===== src/hw/serial_load_pkg.sv =====
// Constants shared by the serial front end and its edge sampler.
// Assumes one system clock, mclk at 250 MHz, and a link clock from a pin.
`default_nettype none
package serial_load_pkg;
    localparam int CLK_PERIOD_PS   = 4000;      // mclk period
    localparam int FRAME_BITS      = 24;        // Plain write frame
    localparam int FRAME_BITS_CHK  = 32;        // Frame with check byte
    localparam int CNT_W           = 6;
    localparam int CHANNELS        = 4;
    localparam int DATA_W          = 16;
    localparam int ADDR_W          = 3;
    // Frame field positions, counted in the 24-bit payload
    localparam int READ_BIT        = 23;
    localparam int ADDR_MSB        = 22;
    localparam int ADDR_LSB        = 20;
    localparam int DATA_MSB        = 15;
    localparam int DEV_ADDR_MSB    = 19;
    localparam int DEV_ADDR_LSB    = 18;
    localparam logic [DATA_W-1:0] DATA_RESET = 16'h0000;
    localparam logic [CNT_W-1:0]  CNT_RESET  = 6'h00;
endpackage
`default_nettype wire


===== src/hw/link_sampler_if.sv =====
// Interface between the main serial block and its pin sampler.
// Assumes both ends run on mclk.
`default_nettype none
interface link_sampler_if;
    logic sclk_fall;    // Falling link clock edge seen
    logic sclk_rise;    // Rising link clock edge seen
    logic frame_sel;    // Synchronised frame-select, active high
    logic frame_start;  // Frame-select just went low
    logic frame_end;    // Frame-select just went high
    logic data_bit;     // Synchronised serial input
    logic load_fall;    // Load strobe falling edge
    logic load_low;     // Synchronised load strobe is low
    logic clear;        // Synchronised clear level
    modport sampler (output sclk_fall, sclk_rise, frame_sel, frame_start,
                     frame_end, data_bit, load_fall, load_low, clear);
    modport core    (input sclk_fall, sclk_rise, frame_sel, frame_start,
                     frame_end, data_bit, load_fall, load_low, clear);
endinterface
`default_nettype wire


===== src/hw/link_sampler.sv =====
// Two-stage synchronisers and edge finders for the serial pins.
// Assumes every pin is asynchronous to mclk.
`default_nettype none
module link_sampler
    import serial_load_pkg::*;
(
    // Clock and reset
    input  wire logic mclk,
    input  wire logic rst_n,
    // Pins
    input  wire logic sclk,
    input  wire logic frame_sel_n,
    input  wire logic serial_in,
    input  wire logic load_strobe_n,
    input  wire logic clear,
    // Towards the core
    link_sampler_if.sampler lnk
);
    localparam int NPIN = 5;
    wire  [NPIN-1:0] pins = {clear, load_strobe_n, serial_in,
                             frame_sel_n, sclk};
    logic [NPIN-1:0] meta;
    logic [NPIN-1:0] sync;
    logic [NPIN-1:0] prev;

    // First stage feeds only the second; edges come from later stages.
    // Reset to the idle pin levels (link clock, select, data and strobe
    // high, clear low) so no false edge or clear follows reset.
    always_ff @(posedge mclk) begin
        if (!rst_n) begin
            meta <= 5'h0F;
            sync <= 5'h0F;
            prev <= 5'h0F;
        end else begin
            meta <= pins;
            sync <= meta;
            prev <= sync;
        end
    end

    assign lnk.sclk_fall   = prev[0] & ~sync[0];
    assign lnk.sclk_rise   = ~prev[0] & sync[0];
    assign lnk.frame_sel   = ~sync[1];
    assign lnk.frame_start = prev[1] & ~sync[1];
    assign lnk.frame_end   = ~prev[1] & sync[1];
    assign lnk.data_bit    = sync[2];
    assign lnk.load_fall   = prev[3] & ~sync[3];
    assign lnk.load_low    = ~sync[3];
    assign lnk.clear       = sync[4];
endmodule
`default_nettype wire


===== src/hw/serial_frame_and_dac_load.sv =====
// Serial frame receiver with staged and direct output loading.
// Assumes a host drives frame-select, link clock, data and load strobe;
// all pins are sampled by mclk, which must run far above the link rate.
`default_nettype none
// Notes on behaviour
// - Input bits shift in on falling link clock while frame-select low.
// - In readback mode addressed output register contents shift out, one bit per clock.
// - Load strobe held low: addressed output updates at frame-select rise.
// - Load strobe high in frame: stage only; falling strobe loads all.
// - Two board address inputs select this device on a shared bus.
// - While clear is active, output register writes are blocked.
module serial_frame_and_dac_load
    import serial_load_pkg::*;
#(
    parameter int NCH = CHANNELS,
    parameter int DW  = DATA_W
)(
    // Clock and reset
    input  wire logic                mclk,
    input  wire logic                rst_n,
    // Serial link pins
    input  wire logic                sclk,
    input  wire logic                frame_sel_n,
    input  wire logic                serial_in,
    output logic                     serial_out,
    output logic                     serial_out_oe_n,
    // Load and clear
    input  wire logic                load_strobe_n,
    input  wire logic                clear,
    // Board address straps
    input  wire logic                board_addr_bit0,
    input  wire logic                board_addr_bit1,
    // Output and stage register contents, one word per channel; frame error flag
    output logic [NCH-1:0][DW-1:0]   dac_out,
    output logic [NCH-1:0][DW-1:0]   dac_stage,
    output logic                     frame_error
);
    // Every pin but the address straps reaches the core through two flops and an edge flop, so
    // the core sees each pin edge about three mclk late. All decisions
    // are taken on those delayed edges, which keeps the pins' mutual
    // order intact: select, link clock and data share one pipe depth.
    link_sampler_if lnk ();

    link_sampler u_sampler (
        .mclk          (mclk),
        .rst_n         (rst_n),
        .sclk          (sclk),
        .frame_sel_n   (frame_sel_n),
        .serial_in     (serial_in),
        .load_strobe_n (load_strobe_n),
        .clear         (clear),
        .lnk           (lnk)
    );

    // Board address straps pass two flops like any pin
    logic [1:0] addr_meta;
    logic [1:0] addr_sync;
    always_ff @(posedge mclk) begin
        if (!rst_n) begin
            addr_meta <= 2'h0;
            addr_sync <= 2'h0;
        end else begin
            addr_meta <= {board_addr_bit1, board_addr_bit0};
            addr_sync <= addr_meta;
        end
    end

    logic [FRAME_BITS_CHK-1:0] shift;
    logic [CNT_W-1:0]          bit_cnt;
    logic [DW-1:0]             read_sr;
    logic                      read_mode;
    logic [ADDR_W-1:0]         read_addr;

    // Shift register and bit count; the count restarts on each frame
    always_ff @(posedge mclk) begin
        if (!rst_n) begin
            shift   <= '0;
            bit_cnt <= CNT_RESET;
        end else if (lnk.frame_start) begin
            bit_cnt <= CNT_RESET;
        end else if (lnk.frame_sel && lnk.sclk_fall) begin
            shift <= {shift[FRAME_BITS_CHK-2:0], lnk.data_bit};
            if (bit_cnt != 6'h3F)
                bit_cnt <= bit_cnt + 6'h01;
        end
    end

    // Frame length; a frame with a check byte is eight bits longer
    wire              len24;
    wire              len32;
    wire              good_len;
    assign len24    = (bit_cnt == CNT_W'(FRAME_BITS));
    assign len32    = (bit_cnt == CNT_W'(FRAME_BITS_CHK));
    assign good_len = len24 | len32;

    // With a check byte the payload sits above it; the byte is ignored
    wire [23:0]       payload;
    assign payload  = len32 ? shift[31:8] : shift[23:0];

    // Device address field against the straps
    wire [1:0]        dev_addr;
    wire              addr_ok;
    assign dev_addr = payload[DEV_ADDR_MSB:DEV_ADDR_LSB];
    assign addr_ok  = (dev_addr == addr_sync);

    // A frame acts only at its end, and only when whole and addressed;
    // a short frame leaves the stage and output registers as they were
    wire              frame_ok;
    assign frame_ok = lnk.frame_end & good_len & addr_ok;

    // Payload fields
    wire              is_read;
    wire [ADDR_W-1:0] f_addr;
    wire [DW-1:0]     f_data;
    assign is_read  = payload[READ_BIT];
    assign f_addr   = payload[ADDR_MSB:ADDR_LSB];
    assign f_data   = payload[DATA_MSB:0];

    // Load controls: strobe low at frame end loads directly, a falling
    // strobe copies every stage; clear blocks both output paths but
    // still lets the stage take the new word
    wire              do_write;
    wire              direct;
    wire              out_wr_ok;
    wire              load_all;
    assign do_write  = frame_ok & ~is_read;
    assign direct    = lnk.load_low;
    assign out_wr_ok = ~lnk.clear;
    assign load_all  = lnk.load_fall & out_wr_ok;

    // Per-channel storage in unpacked arrays, so that each lane's
    // process owns its own element and no word has two drivers
    logic [DW-1:0] stage_q [NCH];
    logic [DW-1:0] out_q   [NCH];

    // Staging and output registers, one generate lane per channel.
    // A direct write and a strobe fall in one cycle: the new word wins,
    // as it is the later value the host asked for.
    genvar ch;
    generate
        for (ch = 0; ch < NCH; ch++) begin : g_ch
            wire hit;
            wire hit_out;
            assign hit     = do_write & (f_addr == ADDR_W'(ch));
            assign hit_out = hit & direct & out_wr_ok;
            always_ff @(posedge mclk) begin
                if (!rst_n) begin
                    stage_q[ch] <= DATA_RESET;
                    out_q[ch]   <= DATA_RESET;
                end else begin
                    if (hit)
                        stage_q[ch] <= f_data;
                    if (hit_out)
                        out_q[ch] <= f_data;
                    else if (load_all)
                        out_q[ch] <= stage_q[ch];
                end
            end
        end
    endgenerate

    // Output ports show the flops directly, one process for all words
    always_comb begin
        for (int i = 0; i < NCH; i++) begin
            dac_stage[i] = stage_q[i];
            dac_out[i]   = out_q[i];
        end
    end

    // Readback word: the channel named by the last accepted frame, read or write. Addresses
    // past the last channel read back as zero rather than wrapping.
    wire          addr_in_range;
    wire [DW-1:0] read_word;
    assign addr_in_range = (read_addr < ADDR_W'(NCH));
    assign read_word     = addr_in_range ? dac_out[read_addr[1:0]]
                                         : DATA_RESET;

    // Read state. A read frame arms the next frame; the word is loaded
    // when that frame opens and shifts on each rising link clock, so the
    // host sees a settled bit at every falling edge.
    // Limitation: near the top link rate only a few mclk separate the
    // rising and falling edges, and the sync pipe eats three of them.
    always_ff @(posedge mclk) begin
        if (!rst_n) begin
            read_mode <= 1'b0;
            read_addr <= '0;
            read_sr   <= DATA_RESET;
        end else if (frame_ok) begin
            read_mode <= is_read;
            read_addr <= f_addr;
        end else if (lnk.frame_start) begin
            read_sr <= read_word;
        end else if (lnk.frame_end) begin
            read_mode <= 1'b0;
        end else if (lnk.frame_sel && lnk.sclk_rise && read_mode) begin
            read_sr <= {read_sr[DW-2:0], 1'b0};
        end
    end

    // Output driven only during a readback frame; first bit on select
    wire drive;
    assign drive = read_mode & lnk.frame_sel;
    always_ff @(posedge mclk) begin
        if (!rst_n) begin
            serial_out      <= 1'b0;
            serial_out_oe_n <= 1'b1;
            frame_error     <= 1'b0;
        end else begin
            serial_out      <= read_sr[DW-1];
            serial_out_oe_n <= ~drive;
            if (lnk.frame_end)
                frame_error <= ~good_len;
        end
    end
endmodule
`default_nettype wire


===== config.mk =====
export PLATFORM = sky130hd
export DESIGN_NAME = serial_frame_and_dac_load
export DESIGN_NICKNAME = d
export VERILOG_FILES = /design/src/hw/serial_load_pkg.sv /design/src/hw/link_sampler_if.sv /design/src/hw/link_sampler.sv /design/src/hw/serial_frame_and_dac_load.sv
export SDC_FILE = /design/constraint.sdc
export NUM_CORES = 1
export LEC_CHECK = 0
export ABC_AREA = 1
export BUFFER_PORTS_ARGS = -buffer_cell sky130_fd_sc_hd__buf_4
export CORE_ASPECT_RATIO = 1.4
export CORE_UTILIZATION = 35
export CTS_BUF_LIST = sky130_fd_sc_hd__clkbuf_8
export DETAILED_ROUTE_END_ITERATION = 16
export GPL_ROUTABILITY_DRIVEN = 0
export GPL_TIMING_DRIVEN = 0
export PLACE_DENSITY = 0.53
export REMOVE_ABC_BUFFERS = 1
export SYNTH_ARGS = -nofsm -noshare
export SYNTH_HDL_FRONTEND = slang
export SYNTH_SLANG_ARGS = --single-unit

===== constraint.sdc =====
create_clock -name mclk -period 9.05 [get_ports mclk]
set_clock_uncertainty 0.05 [all_clocks]
set_input_delay 0.905 -clock mclk [delete_from_list [all_inputs] [get_ports mclk]]
set_output_delay 0.905 -clock mclk [all_outputs]
set_load 0.005 [all_outputs]

==> flow_metrics.tcl <==
set metrics [dict create \
    crit_fanout 41 \
    h-tree-depth 2 \
    io_pins 140 \
    fin_nets 1141 \
    layout-drive-gt1-share 0.224 \
    die-width_um 141 \
    die_area_sq_um 27600 \
    clk_latency_ns 0.52 \
    dpl_cell_area_sq_um 10700 \
    first_global_vias 7181 \
    cts.sinks 206 \
    r2r_cells 10 \
    netlist_area_sq_um 9420 \
    synth_cells 1006 \
    totalPowerFinal_mw 1.93 \
    finalHoldViolations 0 \
    period_needed_ns 4.41 \
    critPathMaxStageDelay_ns 0.83 \
    num_vias 7432 \
    slew_violations 0 \
    area_growth_syn_to_layout_pct 19.8 \
    clk_path_buf_depth 3 \
    min_from "u_sampler.meta[0]$_SDFF_PN1_" \
    ys_types 43 \
    start_kind "register" \
    numCtsBuffers 34 \
    ir_drop_mv 0.0953 \
    clk_pin_slew_worst_paths_ns 0.06 \
    max_slew.worst_pin.slew_ns 1.30 \
    fin_util 0.430 \
    crit_required_ns 9.13 \
    hold_end "u_sampler.sync[0]$_SDFF_PN1_" \
    ys.flop_type "edfxtp_1" \
    slew_headroom 0.134 \
    layout_commonest_cell "nand2_1" \
    coreArea_sq_um 26300 \
    rrSetupSlack_ns 4.64 \
    cts_tree "done" \
    hpwl_um 19800 \
    criticalPathCategory "register to register" \
    grt_pass1_wl_um 43000 \
    critPathCaptureType "register" \
    synth-edff-count 128 \
    root_buffer "clkbuf_8" \
    grt_max_degree 62 \
    io_buffers 139 \
    totalWireLength_um 28400 \
    layout.cells.non_filler 1479 \
    n_fill_cell 2623 \
    synth_top_area_cell "edfxtp_1" \
    finalSetupTns_ns 0 \
    setup_viol 0 \
    seqCellArea_sq_um 5410 \
    yosysTopAreaCellShare 0.408 \
    postRouteAntennaNets 0 \
    fin_ws_ns 4.64 \
    antenna_cells 0 \
    arrival_ns 4.49 \
    drc 0 \
    cts_setup_buffers 0 \
    postLayoutCellArea_sq_um 11300 \
    maxCapViolations 0 \
    ys_top_cells_by_area "edfxtp_1, dfxtp_1, nand2_1, nand3_1, inv_1" \
    status "complete, no violations" \
    finalHoldWorstSlack_ns 0.360 \
    grt_usage 0.210 \
    vias_per_cell 5.03 \
    num_rows 70 \
    grt_overflow 0 \
    antenna_found_initial 0 \
    dp_slack_ns 4.57 \
    ys_ff_latch 206 \
    dpl.cell_count 1418 \
    synthArstFlopShare 0 \
    syn_area_per_cell_sq_um 9.36 \
    powerDensity_nw_per_um2 171 \
    r2r_end "out_q[3][14]$_DFFE_PP_" \
    ctsHoldBuffers 0 \
    max_freq_mhz 227 \
    firstDrtPassIters 5 \
    crit_chain "inv_1, ha_1, nand3_4, o21ai_4, inv_2, nor2_2, nand4_4, nand2_1, o21ai_0, inv_1" \
    dr.first_iter.drc_count 633 \
    leakage_nw 4.90 \
    crit_path_frequent_cell "inv_1" \
    hold_depth 1 \
    rsz0062_at_grt "false" \
    ctsResizeCount 0 \
    cp_slowest_cell "nand2_1" \
    ys_warn_count 0 \
    dieHeight_um 196 \
    finalCritPeriodShare 0.487 \
    synth_seq_area_share 0.574 \
    multi_input_area_sq_um 3290 \
    r2r-start "bit_cnt[0]$_SDFFE_PP0P_" \
    hp-class "register to register" \
    start_util 0.358 \
    most-common-layout-cells "nand2_1, buf_4, edfxtp_1" \
    routedWlPerCell_um 19.2 \
]
state kept, by name (all words and copies together) (netlist names):
register / flops
u_sampler.sync: 5
out_q: 64
read_addr: 3
shift: 32
read_sr: 16
bit_cnt: 6
addr_sync: 2
read_mode: 1
stage_q: 64
u_sampler.prev: 3
frame_error: 1
addr_meta: 2
u_sampler.meta: 5
serial_out_oe_n: 1
serial_out: 1
Yosys cell counts, drive strengths merged, types with 4 or more instances:
master,instances
a21oi,42
buf,25
nand3,134
o22ai,16
nand4,11
edfxtp,128
nor2,116
inv,108
dfxtp,78
o21ai,98
o211ai,15
clkbuf,31
nor3,4
nand2,182
or2,10
routing by layer:
metal	GRT usage	vias to the layer above	wire length (um)
li1	-	3645	-
met1	0.250	3528	11300
met2	0.382	211	14900
met3	0.0278	48	1470
met4	0.0769	0	774
met5	0	-	0
cells by family after synthesis:
group           share of synthesized area
fa+ha+maj                         0.00266
xor+xnor                         0.000930
simple gates                        0.242
buf+inv                            0.0774
flops                               0.574
compound gates                      0.103
worst max-delay path: cells and delay by family, from the launching register on:
kind                     cells  cell delay [ns]
AO/OA/AOI/OAI                2             0.66
AND/OR/NAND/NOR              4             1.78
adder cells (fa/ha/maj)      1             0.35
flip-flops                   1             0.33
buffers and inverters        3             0.81
worst max-delay path by stage:
stage	startpoint	end	slack, ns
finish	bit_cnt[0]$_SDFFE_PP0P_	out_q[3][14]$_DFFE_PP_	4.64
global route	bit_cnt[0]$_SDFFE_PP0P_	out_q[3][14]$_DFFE_PP_	4.24
CTS	bit_cnt[0]$_SDFFE_PP0P_	out_q[3][14]$_DFFE_PP_	4.54
detailed placement	bit_cnt[0]$_SDFFE_PP0P_	out_q[3][13]$_DFFE_PP_	4.57
global placement	rst_n	out_q[2][3]$_SDFFCE_PN0P_	3.63
floorplan	rst_n	out_q[2][0]$_SDFFCE_PN0P_	5.60
area by class of cell:
| class | instances | area share |
|---|---|---|
| Multi-Input combinational cell | 634 | 0.292 |
| Tap cell | 324 | 0.0359 |
| Clock inverter | 22 | 0.00820 |
| Inverter | 110 | 0.0372 |
| Clock buffer | 39 | 0.0476 |
| Sequential cell | 206 | 0.479 |
| Timing Repair Buffer | 144 | 0.101 |
power breakdown:
group | internal, mW | leakage, nW | switching [mW]
clock | 0.394 | 0.378 | 0.372
sequential | 1.03 | 1.96 | 0.0243
combinational | 0.0459 | 2.56 | 0.0622
total | 1.47 | 4.90 | 0.459
(Power assumes the default switching activity.)
